$ cat config.mk
export PLATFORM = sky130hd
export DESIGN_NAME = hurx_rx_queue
export DESIGN_NICKNAME = d
export VERILOG_FILES = /design/src/core/hurx_store.v /design/src/core/hurx_rx_queue.v
export VERILOG_INCLUDE_DIRS = /design/src /design/src/common
export SDC_FILE = /design/constraint.sdc
export NUM_CORES = 1
export LEC_CHECK = 0
export ABC_AREA = 1
export BUFFER_PORTS_ARGS = -buffer_cell sky130_fd_sc_hd__buf_2
export CORE_UTILIZATION = 60
export DETAILED_ROUTE_END_ITERATION = 10
export PLACE_DENSITY = 0.9
export SYNTH_ARGS = -nofsm -noshare
export SYNTH_HDL_FRONTEND = slang
export SYNTH_SLANG_ARGS = --single-unit
export TNS_END_PERCENT = 20
$ cat constraint.sdc
create_clock -name clock -period 3.12 [get_ports clock]
set_input_delay 0.468 -clock clock [delete_from_list [all_inputs] [get_ports clock]]
set_output_delay 0.468 -clock clock [all_outputs]
set_load 0.05 [all_outputs]
$ cat src/common/hurx_defines.vh
// Constants for the host-facing receive queue with per-character error
// tracking. Included by the receive queue design file; holds definitions only.
`ifndef HURX_DEFINES_VH
`define HURX_DEFINES_VH

// Queue geometry: sixteen entries of one character plus three flags.
`define HURX_DEPTH 16
`define HURX_DATA_W 8
`define HURX_ERR_W 3
`define HURX_ADDR_W 4

// Positions of the error flags inside the shadow and each entry.
`define HURX_ERR_PARITY 0
`define HURX_ERR_FRAMING 1
`define HURX_ERR_BREAK 2

// Bit positions of the host line status byte.
`define HURX_LS_DATA_READY 0
`define HURX_LS_OVERRUN 1
`define HURX_LS_PARITY 2
`define HURX_LS_FRAMING 3
`define HURX_LS_BREAK 4
`define HURX_LS_FIFO_ERR 7

// Reset values.
`define HURX_SHADOW_RST 3'h0
`define HURX_LS_RST 8'h00
`define HURX_DATA_RST 8'h00

`endif

$ cat src/core/hurx_store.v
// Flip-flop storage for the receive queue: one write port, one
// combinational read port. Assumes the caller never writes a full queue.
`timescale 1ns/10ps

module hurx_store #(
	parameter WIDTH = 11,
	parameter DEPTH = 16,
	parameter AW = 4
) (
	// Clock.
	input wire clock,
	// Write port.
	input wire wr_en,
	input wire [AW-1:0] wr_addr,
	input wire [WIDTH-1:0] wr_data,
	// Read port.
	input wire [AW-1:0] rd_addr,
	output wire [WIDTH-1:0] rd_data
);

	reg [WIDTH-1:0] mem_r [0:DEPTH-1];

	// Entries hold no control state, so they carry no reset.
	always @(posedge clock)
	begin
		if (wr_en)
		begin
			mem_r[wr_addr] <= wr_data;
		end
	end

	// The head entry is read without delay.
	assign rd_data = mem_r[rd_addr];

endmodule // hurx_store

$ cat src/core/hurx_rx_queue.v
// Receive queue of a host-facing UART emulation with error tracking.
// Assumes the local processor and the host strobes are synchronous to
// clock and last one cycle each.
//
// Contract
// [RULE_01] Sixteen entries: byte plus three error flags.
// [RULE_02] Entry flags copy write-only local shadow bits.
// [RULE_03] Shadow bits clear after copy into entry.
// [RULE_04] Local side writes status before its character.
// [RULE_05] Character write stores byte and shadow together.
// [RULE_06] Entry flags reach host only at head.
// [RULE_07] Host flags set from head, cleared by status read.
// [RULE_08] Flags accumulate over pops without status read.
// [RULE_09] Active-high host interrupt marks pending condition.
// [RULE_10] DMA mode: low ready while data available.
// [RULE_11] Empty read moves nothing and keeps flags.
`timescale 1ns/10ps
`include "hurx_defines.vh"

module hurx_rx_queue #(
	parameter DEPTH = `HURX_DEPTH,
	parameter AW = `HURX_ADDR_W
) (
	// Clock and reset.
	input wire clock,
	input wire rst,
	// Mode controls.
	input wire queue_mode_en,
	input wire dma_mode_en,
	input wire rx_data_irq_en,
	input wire line_status_irq_en,
	// Local processor side.
	input wire loc_status_wr,
	input wire [`HURX_ERR_W-1:0] loc_status_din,
	input wire loc_char_wr,
	input wire [`HURX_DATA_W-1:0] loc_char_din,
	output wire loc_queue_full,
	output wire [AW:0] loc_queue_level,
	// Host side.
	input wire host_rx_rd,
	output wire [`HURX_DATA_W-1:0] host_rx_data,
	input wire host_ls_rd,
	output wire [7:0] line_status_reg,
	output wire host_irq_out,
	output wire host_rx_ready_n
);

	localparam EW = `HURX_DATA_W + `HURX_ERR_W;
	localparam [AW:0] DEPTH_C = DEPTH;
	localparam [AW:0] ONE_C = 1;

	// Pointer advance with wrap at the queue depth.
	function [AW-1:0] ptr_inc;
		input [AW-1:0] p;
		begin
			if (p == DEPTH - 1)
				ptr_inc = {AW{1'b0}};
			else
				ptr_inc = p + {{(AW-1){1'b0}}, 1'b1};
		end
	endfunction

	reg [AW-1:0] wr_ptr_r;
	reg [AW-1:0] rd_ptr_r;
	reg [AW:0] count_r;
	reg [`HURX_ERR_W-1:0] shadow_r;
	reg [`HURX_ERR_W-1:0] host_err_r;
	reg [`HURX_ERR_W-1:0] host_err_nxt;
	reg overrun_r;
	reg head_taken_r;
	reg [`HURX_DATA_W-1:0] rx_data_r;
	reg [7:0] ls_data_r;
	reg irq_r;
	reg rx_ready_n_r;
	wire [EW-1:0] head_entry;
	wire [AW:0] capacity;
	wire queue_empty;
	wire push;
	wire pop;
	wire head_merge;

	// Outside queued mode the queue holds one character at a time.
	assign capacity = queue_mode_en ? DEPTH_C : ONE_C;
	assign queue_empty = (count_r == {(AW+1){1'b0}});
	assign loc_queue_full = (count_r >= capacity);
	assign loc_queue_level = count_r;
	// An empty queue ignores a host pop entirely.
	assign pop = host_rx_rd & ~queue_empty; // [RULE_11]
	assign push = loc_char_wr & ~loc_queue_full;
	// The head entry is merged into host flags once, when it arrives.
	assign head_merge = ~queue_empty & ~head_taken_r; // [RULE_06]

	// Byte and shadow flags go into the same slot on a character write.
	hurx_store #(
		.WIDTH(EW),
		.DEPTH(DEPTH),
		.AW(AW)
	) u_store (
		.clock(clock),
		.wr_en(push), // [RULE_05]
		.wr_addr(wr_ptr_r),
		.wr_data({shadow_r, loc_char_din}), // [RULE_01]
		.rd_addr(rd_ptr_r),
		.rd_data(head_entry)
	);

	// Queue pointers and fill level.
	always @(posedge clock or posedge rst)
	begin
		if (rst)
		begin
			wr_ptr_r <= {AW{1'b0}};
			rd_ptr_r <= {AW{1'b0}};
			count_r <= {(AW+1){1'b0}};
		end
		else
		begin
			if (push)
				wr_ptr_r <= ptr_inc(wr_ptr_r);
			if (pop)
				rd_ptr_r <= ptr_inc(rd_ptr_r);
			if (push & ~pop)
				count_r <= count_r + ONE_C;
			else if (pop & ~push)
				count_r <= count_r - ONE_C;
		end
	end

	// Shadow flags: loaded by the local status write, cleared once copied.
	// A status write in the same cycle as a copy is the newer value and
	// wins, which suits a processor that writes status before the byte.
	always @(posedge clock or posedge rst)
	begin
		if (rst)
			shadow_r <= `HURX_SHADOW_RST;
		else if (loc_status_wr)
			shadow_r <= loc_status_din; // [RULE_02] [RULE_04]
		else if (push)
			shadow_r <= `HURX_SHADOW_RST; // [RULE_03]
	end

	// Tracks whether the current head has already been merged.
	always @(posedge clock or posedge rst)
	begin
		if (rst)
			head_taken_r <= 1'b0;
		else if (pop)
			head_taken_r <= 1'b0;
		else if (head_merge)
			head_taken_r <= 1'b1;
	end

	// Sticky host flags: a status read clears them, a head merge in the
	// same cycle sets them again so no error is lost.
	always @*
	begin
		host_err_nxt = host_err_r;
		if (host_ls_rd)
			host_err_nxt = {`HURX_ERR_W{1'b0}}; // [RULE_07]
		if (head_merge)
		begin
			host_err_nxt = host_err_nxt |
				head_entry[EW-1:`HURX_DATA_W]; // [RULE_07] [RULE_08]
		end
	end

	// Flag and overrun state.
	always @(posedge clock or posedge rst)
	begin
		if (rst)
		begin
			host_err_r <= {`HURX_ERR_W{1'b0}};
			overrun_r <= 1'b0;
		end
		else
		begin
			host_err_r <= host_err_nxt;
			if (loc_char_wr & loc_queue_full)
				overrun_r <= 1'b1;
			else if (host_ls_rd)
				overrun_r <= 1'b0;
		end
	end

	// Host data read: the head byte is latched on a non-empty pop.
	always @(posedge clock or posedge rst)
	begin
		if (rst)
			rx_data_r <= `HURX_DATA_RST;
		else if (pop)
			rx_data_r <= head_entry[`HURX_DATA_W-1:0];
	end

	// Line status snapshot taken on a host status read.
	always @(posedge clock or posedge rst)
	begin
		if (rst)
			ls_data_r <= `HURX_LS_RST;
		else if (host_ls_rd)
		begin
			ls_data_r <= `HURX_LS_RST;
			ls_data_r[`HURX_LS_DATA_READY] <= ~queue_empty;
			ls_data_r[`HURX_LS_OVERRUN] <= overrun_r;
			ls_data_r[`HURX_LS_PARITY] <=
				host_err_r[`HURX_ERR_PARITY]; // [RULE_06]
			ls_data_r[`HURX_LS_FRAMING] <=
				host_err_r[`HURX_ERR_FRAMING];
			ls_data_r[`HURX_LS_BREAK] <= host_err_r[`HURX_ERR_BREAK];
			ls_data_r[`HURX_LS_FIFO_ERR] <= |host_err_r;
		end
	end

	// Host interrupt and DMA receive ready, both from flip-flops.
	always @(posedge clock or posedge rst)
	begin
		if (rst)
		begin
			irq_r <= 1'b0;
			rx_ready_n_r <= 1'b1;
		end
		else
		begin
			irq_r <= (line_status_irq_en &
				((|host_err_nxt) | overrun_r)) |
				(rx_data_irq_en & ~queue_empty); // [RULE_09] [RULE_06]
			rx_ready_n_r <= ~(dma_mode_en & ~queue_empty); // [RULE_10]
		end
	end

	assign host_rx_data = rx_data_r;
	assign line_status_reg = ls_data_r;
	assign host_irq_out = irq_r;
	assign host_rx_ready_n = rx_ready_n_r;

endmodule // hurx_rx_queue

==> impl_metrics.csv, run 1 <==
group,metric,value,unit
global_route,grt_pass1_wl,30800,µm
cells_and_area,multi_input_area,2250,µm²
logic_synthesis,synthXorXnorAreaFrac,0.390,%
logic_synthesis,synth_top_family_by_area,"simple AND/OR/NAND/NOR gates",
route,initialDrtViolationCount,651,
logic_synthesis,ys_warn_count,0,
job,drv_cap,0,
logic_synthesis,synth_cells,763,
timing,max_clock_freq,0.347,GHz
cts,cts_resized,0,
logic_synthesis,ys_async_sr_fraction,17.4,%
cts,clk_path_buf_depth,3,
floorplanning,die_area,15500,µm²
cts,ctsHoldBuffers,1,
place,place_inst,976,
timing,fin_hold_ws,0.102,ns
worst_setup_path,crit_required,3.49,ns
cts,cts.sinks,213,
route,first_pass_iters,6,
global_route,grt_pass1_vias,6013,
worst_setup_path,start_kind,"flop",
cts,htreeDepth,1,
place,gp_congestion,0.851,
power_and_ir_drop,fin_total_pwr,9.60,mW
worst_setup_path,r2r_cells,16,
worst_setup_path,worstReg2RegStart,"loc_queue_level[0]",
floorplanning,coreArea,14600,µm²
global_route,overflow,0,
timing,slew_headroom,44.4,%
place,post-place-ws,0.250,ns
floorplanning,die_h,124,µm
cts,clk_latency,0.50,ns
worst_setup_path,critPathKind,"reg -> reg",
worst_setup_path,cp-end-kind,"flop",
logic_synthesis,ys_ff_latch,213,
timing,fin_setup_tns,0,ns
logic_synthesis,synth_top_area_cell,"edfxtp_1",
power_and_ir_drop,power_density,953,nW/µm²
timing,rsz0062_at_grt,"no",
cells_and_area,drive_gt1_share,14.9,%
timing,fin_crit,2.88,ns
cts,cts_tree,"done",
place,hpwl,10900,µm
power_and_ir_drop,p_leak,3.92,nW
worst_hold_path,whs_path_depth,2,
cts,cts_buffers,21,
global_route,antenna_found_initial,0,
route,antenna_left,0,
logic_synthesis,synth_area_leaders,"edfxtp_1, dfrtp_1, nand2_1",
timing,fin_ws,0.241,ns
place,placed_cell_area,9340,µm²
place,io_buffers,42,
logic_synthesis,synth_edf_count,176,
route,drc,0,
route,wire_per_inst,19.2,µm
worst_setup_path,regToRegSetupSlack,0.24,ns
cells_and_area,largest_register_ff_count,176,
cells_and_area,fill_cells,872,
logic_synthesis,synth_seq_area_share,69.1,%
route,vias_per_cell,5.96,
cells_and_area,final_cell_mix,"edfxtp_1, nand2_1, nor2_1",
worst_setup_path,cp-startpoint,"loc_queue_level[0]",
logic_synthesis,synth-simple-area-share,13.6,%
logic_synthesis,synth.distinct_cells,38,
floorplanning,die_x,124,µm
timing,slew_viol_final,0,
worst_setup_path,arrival,3.25,ns
logic_synthesis,syn-cell-area,8990,µm²
logic_synthesis,avgSynthCellArea,11.8,µm²
cells_and_area,areaGrowthSynthToFinish,12.1,%
timing,worst_pin_slew,0.833,ns
cts,path_clk_slew,0.06,ns
floorplanning,rows,44,
worst_setup_path,critPathCapture,"loc_queue_level[4]",
cts,clockRootBuffer,"clkbuf_16",
worst_hold_path,hold_path_class,"in -> reg",
logic_synthesis,synth_compound_area_share,9.20,%
logic_synthesis,synth_top_area_share,58.8,%
route,vias,6047,
global_route,grt_use_total,25.3,%
cells_and_area,final_nets,849,
timing,finalCritPeriodShare,92.3,%
floorplanning,io_pins,45,
outcome,status,"finished, final reports clean",
cells_and_area,fin_cells,1015,
timing,final_hold_viol_count,0,
cts,post_cts_buffers,0,
logic_synthesis,synth_fa_ha_area_share,1.75,%
cells_and_area,n_antenna_cell,0,
cells_and_area,utilization,69.1,%
floorplanning,start_util,61.6,%
global_route,grt_max_degree,70,
cells_and_area,design_area,10100,µm²
logic_synthesis,synth_mux_area_share,0,%
route,wirelength,19500,µm
cells_and_area,seq_area,6210,µm²
timing,setup_violations,0,
timing,fin_skew,0.0177,ns
worst_setup_path,worstReg2RegEnd,"loc_queue_level[4]",
power_and_ir_drop,peakVddDrop,0.000514,V
logic_synthesis,ys.flop_type,"edfxtp_1",
cells_and_area,final_common_cell,"edfxtp_1",
worst_setup_path,crit_fanout,10,
[cells by family after synthesis]
group | after synthesis
other cells | 1
simple gates | 303
buf+inv | 104
xor+xnor | 4
fa+ha+maj | 12
flops | 213
compound gates | 126
[cells in the mapped netlist, types with 2 or more instances]
cell type,n
a21oi_1,7
a41oi_2,7
buf_2,15
buf_4,4
buf_6,8
buf_8,2
clkbuf_1,8
dfrtp_1,36
edfxtp_1,176
ha_1,11
inv_1,62
inv_2,2
nand2_1,145
nand3_1,43
nor2_1,104
nor2_2,6
nor3_1,2
o211ai_2,4
o21ai_0,66
o21ai_1,8
o21ai_2,3
o221ai_1,10
o22ai_1,17
xor2_1,3
[how the worst min path moves through the flow]
| stage | slack (ns) | end | from |
|---|---|---|---|
| after global placement | 0.34 | line_status_reg[2] | rst |
| final | 0.10 | host_rx_ready_n | dma_mode_en |
| after floorplan | 0.47 | head_taken_r | head_taken_r |
| after detailed placement | 0.35 | line_status_reg[2] | rst |
| after global routing | 0.11 | host_rx_ready_n | dma_mode_en |
| after CTS | 0.09 | host_rx_ready_n | dma_mode_en |
[critical path, stage by stage (launching register included)]
cell	delay, ns
dfrtp_1	0.47
inv_1	0.07
ha_1	0.26
nand3b_1	0.17
o21ai_2	0.14
nand3_1	0.12
inv_2	0.16
ha_1	0.22
inv_1	0.11
fa_1	0.42
a21oi_1	0.15
nor2_1	0.06
nor2_1	0.12
nand2_1	0.06
nand2_1	0.05
nor2_1	0.04
xor2_1	0.13
[report_power, final]
part | switching [mW] | internal [mW] | total [mW] | leakage [nW]
registers | 0.277 | 3.43 | 3.70 | 2.02
clock network | 1.02 | 1.63 | 2.65 | 0.355
logic | 2.34 | 0.908 | 3.25 | 1.54
total | 3.63 | 5.97 | 9.60 | 3.92
[area by class of cell]
cell class	count	area share, %
Timing Repair Buffer	67	3.97
Multi-Input combinational cell	447	22.3
Tap cell	184	2.28
Sequential cell	213	61.7
Clock buffer	30	5.75
Inverter	66	2.53
Clock inverter	8	1.47
[per-layer routing]
layer | vias to the layer above | track usage (%) | wire length, µm
li1 | 2733 | - | -
met1 | 2894 | 32.7 | 7240
met2 | 369 | 42.4 | 9730
met3 | 51 | 5.15 | 2070
met4 | 0 | 9.43 | 436
met5 | - | 0 | 0
(Power assumes the default switching activity.)
==> run 2: changes to the inputs <==
Settings changed: CORE_UTILIZATION 60 to 57, CTS_BUF_LIST from default to sky130_fd_sc_hd__clkbuf_8, TNS_END_PERCENT 20 to 50.
Clock period 3.12 ns to 2.44 ns, I/O delays scaled along.
==> impl_metrics.csv, run 2 (synthesized netlist as in run 1, its figures left out) <==
group,metric,value,unit
cells_and_area,areaGrowthSynthToFinish,14.9,%
route,vias_per_cell,5.86,
timing,fin_skew,0.0168,ns
global_route,grt_max_degree,91,
worst_hold_path,hold_path_class,"in -> reg",
global_route,overflow,0,
power_and_ir_drop,power_density,1160,nW/µm²
worst_setup_path,cp-end-kind,"flop",
power_and_ir_drop,p_leak,4.02,nW
timing,fin_crit,2.54,ns
timing,rsz0062_at_grt,"yes",
timing,worst_pin_slew,0.907,ns
timing,fin_setup_tns,-0.122,ns
outcome,violations,"negative hold slack, negative setup slack",
timing,slew_viol_final,0,
cells_and_area,final_nets,874,
cells_and_area,fill_cells,975,
cells_and_area,multi_input_area,2310,µm²
cells_and_area,final_cell_mix,"edfxtp_1, nand2_1, nor2_1",
floorplanning,io_pins,45,
cts,clk_latency,0.57,ns
cells_and_area,seq_area,6210,µm²
route,vias,6307,
route,initialDrtViolationCount,764,
floorplanning,coreArea,15300,µm²
worst_setup_path,crit_fanout,4,
floorplanning,die_h,128,µm
route,drc,0,
cts,cts_buffers,31,
outcome,status,"complete, but fails checks",
floorplanning,die_x,128,µm
cts,clk_path_buf_depth,3,
global_route,grt_pass1_vias,6277,
global_route,grt_pass1_wl,31900,µm
place,io_buffers,42,
floorplanning,die_area,16300,µm²
timing,max_clock_freq,0.394,GHz
cells_and_area,largest_register_ff_count,176,
timing,slew_headroom,39.4,%
timing,final_hold_viol_count,1,
worst_setup_path,start_kind,"flop",
cells_and_area,drive_gt1_share,18.9,%
place,gp_congestion,0.786,
place,hpwl,11500,µm
timing,fin_ws,-0.0992,ns
cells_and_area,final_common_cell,"edfxtp_1",
job,drv_cap,0,
floorplanning,rows,45,
worst_setup_path,arrival,2.98,ns
worst_setup_path,critPathKind,"reg -> reg",
timing,finalCritPeriodShare,104,%
global_route,antenna_found_initial,0,
power_and_ir_drop,fin_total_pwr,12.0,mW
cts,cts_tree,"done",
timing,fin_hold_ws,-0.000823,ns
cts,htreeDepth,1,
power_and_ir_drop,peakVddDrop,0.000475,V
timing,setup_violations,2,
place,place_inst,1014,
floorplanning,start_util,58.7,%
route,wire_per_inst,19.1,µm
place,post-place-ws,-0.124,ns
worst_setup_path,crit_required,2.88,ns
route,first_pass_iters,6,
cells_and_area,fin_cells,1076,
route,antenna_left,0,
cts,path_clk_slew,0.08,ns
route,wirelength,20500,µm
global_route,grt_use_total,25.9,%
cts,clockRootBuffer,"clkbuf_8",
cts,cts.sinks,213,
run 2: metrics by stage:
stage | utilization, % | hold slack (ns) | cell area (µm²)
after global placement | 63.0 | 0.454 | 9650
after floorplan | - | 0.409 | 9040
after detailed placement | 63.0 | 0.459 | 9650
after global routing | 67.4 | 0.00453 | 10300
after CTS | 67.4 | 0.00190 | 10300
final | 67.4 | -0.000823 | 10300
run 2: path summary, 6_finish.rpt:
path                                     from            endpoint  slack [ns]  cells past startpoint
min in group asynchronous                 rst           overrun_r        0.47                      4
max reg2reg                loc_queue_level[0]  loc_queue_level[4]        -0.1                     16
max in group asynchronous                 rst  loc_queue_level[0]        1.57                      4
min reg2reg                line_status_reg[4]  line_status_reg[4]        0.48                      2
min                         loc_status_din[2]         shadow_r[2]     -0.0008                      3
max                        loc_queue_level[0]  loc_queue_level[4]        -0.1                     16
run 2: worst max-delay path: stages, from the launching register on:
cell      delay, ns
dfrtp_2        0.42
inv_2          0.07
ha_4           0.19
nand3b_1       0.17
o21ai_2        0.18
nand3_2        0.12
inv_4          0.09
ha_4           0.15
inv_4          0.05
fa_2           0.34
a21oi_2        0.12
nor2_1         0.06
nor2_1         0.14
nand2_1        0.07
nand2_1        0.06
nor2_1         0.05
xor2_1         0.14
run 2: timing repair:
action                                  CTS  global route
pin swaps                                 4             0
endpoints found under the setup margin    2             2
gates resized for setup                   3             1
buffers inserted                          2             0
hold endpoints to repair                 38             0
hold buffers                              3             0
run 2: area by class of cell:
class / count / share of cell area (%)
antenna: 1 / 0.0242
inverter: 66 / 2.52
clock buffer: 36 / 4.80
timing repair buffer: 82 / 6.47
tap: 211 / 2.56
multi-input combinational: 447 / 22.4
clock inverter: 20 / 1.08
sequential: 213 / 60.2
run 2: per-layer routing:
| layer | global-route usage [%] | up-vias | part of all wire (%) |
|---|---|---|---|
| li1 | - | 2802 | - |
| met1 | 33.4 | 3015 | 38 |
| met2 | 42.4 | 402 | 49 |
| met3 | 4.44 | 88 | 9.3 |
| met4 | 13.9 | 0 | 4.0 |
| met5 | 0 | - | 0 |
run 2: power by group:
group          internal (mW)  switching [mW]  total, mW
Clock                   1.45            1.30       2.74
Sequential              4.39           0.310       4.70
Combinational           1.36            3.17       4.53
Total                   7.19            4.78       12.0
==> run 3: changes to the inputs <==
Settings changed: TNS_END_PERCENT 50 to 5.
==> impl_metrics.csv, run 3 (synthesized netlist as in run 1, its figures left out) <==
group,metric,value,unit
worst_setup_path,crit_required,2.82,ns
timing,slew_headroom,42.7,%
place,placed_cell_area,9550,µm²
place,io_buffers,42,
worst_setup_path,slowest_stage,"dfrtp_2",
place,place_inst,1018,
global_route,grt_pass1_wl,30600,µm
global_route,grt_max_degree,73,
timing,max_clock_freq,0.406,GHz
cells_and_area,drive_gt1_share,18.0,%
cells_and_area,final_cell_mix,"edfxtp_1, nand2_1, nor2_1",
route,wirelength,19300,µm
cts,cts_tree,"done",
cts,clk_path_buf_depth,3,
cts,cts_buffers,34,
timing,fin_ws,-0.0216,ns
cells_and_area,utilization,66.6,%
cts,path_clk_slew,0.06,ns
timing,setup_violations,2,
worst_setup_path,crit_buf_inv,3,
timing,fin_setup_tns,-0.0232,ns
route,vias_per_cell,5.65,
floorplanning,rows,45,
cells_and_area,n_antenna_cell,0,
worst_setup_path,arrival,2.84,ns
outcome,violations,"negative setup slack",
worst_setup_path,crit_chain,"inv_2, ha_1, nand3b_1, o21ai_2, nand3_2, inv_4, ha_4, inv_4, fa_2, a21oi_2, nor2_1, nor2_1, nand2_1, nand2_1, nor2_1, xor2_1",
timing,rsz0062_at_grt,"yes",
route,vias,6110,
place,hpwl,11600,µm
route,antenna_left,0,
worst_setup_path,max_stage_delay,0.41,ns
timing,worst_pin_slew,0.859,ns
place,gp_congestion,0.782,
route,drc,0,
timing,slew_viol_final,0,
power_and_ir_drop,power_density,1160,nW/µm²
global_route,grt_use_total,24.9,%
floorplanning,die_x,128,µm
cells_and_area,fin_cells,1081,
floorplanning,die_area,16300,µm²
cells_and_area,areaGrowthSynthToFinish,13.4,%
cells_and_area,largest_register_ff_count,176,
cells_and_area,final_nets,879,
floorplanning,die_h,128,µm
worst_setup_path,cp-end-kind,"flop",
cts,htreeDepth,2,
worst_setup_path,critPathKind,"reg -> reg",
outcome,status,"complete, but fails checks",
cells_and_area,final_common_cell,"edfxtp_1",
cells_and_area,fill_cells,998,
route,wire_per_inst,17.9,µm
timing,final_hold_viol_count,0,
worst_setup_path,cp_common_cell,"nor2_1",
timing,fin_skew,0.0284,ns
cts,clk_latency,0.52,ns
cells_and_area,design_area,10200,µm²
cts,clockRootBuffer,"clkbuf_8",
route,first_pass_iters,5,
worst_setup_path,crit_family,"adder cells",
global_route,grt_pass1_vias,6063,
cts,cts.sinks,213,
timing,fin_crit,2.46,ns
power_and_ir_drop,p_leak,4.00,nW
job,drv_cap,0,
place,post-place-ws,-0.146,ns
timing,finalCritPeriodShare,101,%
global_route,overflow,0,
floorplanning,coreArea,15300,µm²
worst_hold_path,hold_path_class,"in -> reg",
floorplanning,io_pins,45,
route,initialDrtViolationCount,686,
floorplanning,start_util,58.7,%
global_route,antenna_found_initial,0,
power_and_ir_drop,peakVddDrop,0.000601,V
worst_setup_path,crit_fanout,4,
worst_setup_path,start_kind,"flop",
## run 3: area by class of cell
class	count	area (µm²)	area share (%)
clock inverter	26	138	1.35
sequential	213	6210	61.0
clock buffer	34	468	4.59
inverter	66	260	2.55
tap	211	264	2.59
timing repair buffer	84	568	5.57
multi-input combinational	447	2280	22.4
## run 3: worst register-to-register path, stage by stage (launching register included)
cell	delay, ns
dfrtp_2	0.41
inv_2	0.05
ha_1	0.20
nand3b_1	0.16
o21ai_2	0.19
nand3_2	0.12
inv_4	0.08
ha_4	0.15
inv_4	0.05
fa_2	0.35
a21oi_2	0.12
nor2_1	0.05
nor2_1	0.12
nand2_1	0.07
nand2_1	0.06
nor2_1	0.04
xor2_1	0.13
## run 3: path summary, 6_finish.rpt
path | from | to | slack [ns] | cells after the start
worst max-delay path | loc_queue_level[0] | loc_queue_level[4] | -0.02 | 16
worst min-delay path | line_status_irq_en | host_irq_out | 0.05 | 3
worst max register to register | loc_queue_level[0] | loc_queue_level[4] | -0.02 | 16
worst min register to register | line_status_reg[3] | line_status_reg[3] | 0.48 | 2
max in group asynchronous | rst | loc_queue_level[0] | 1.49 | 4
min in group asynchronous | rst | line_status_reg[7] | 0.53 | 4
## run 3: what timing repair did
action / 4_1_cts / 5_1_grt
pin swaps: 2 / 2
buffers inserted: 0 / 1
hold buffers: 2 / 0
endpoints found under the hold margin: 33 / 0
gates resized for setup: 1 / 3
endpoints found under the setup margin: 2 / 2
## run 3: metrics by stage
stage                     power, mW  hold slack, ns
final                          11.8          0.0473
after global placement         8.83           0.452
after detailed placement       9.04           0.467
after CTS                      11.8          0.0360
after global routing           12.4          0.0463
after floorplan                7.98           0.409
## run 3: metal layers
| metal | track usage (%) | wire, µm | vias up | share of wire, % |
|---|---|---|---|---|
| met5 | 0 | 0 | - | 0 |
| met3 | 3.73 | 1500 | 67 | 7.8 |
| met2 | 41.4 | 9630 | 305 | 50 |
| li1 | - | - | 2808 | - |
| met1 | 31.5 | 7410 | 2930 | 38 |
| met4 | 14.1 | 771 | 0 | 4.0 |
## run 3: report_power, final
part	switching [mW]	internal, mW	total (mW)
combinational	3.07	1.35	4.42
sequential	0.279	4.39	4.67
clock	1.31	1.41	2.72
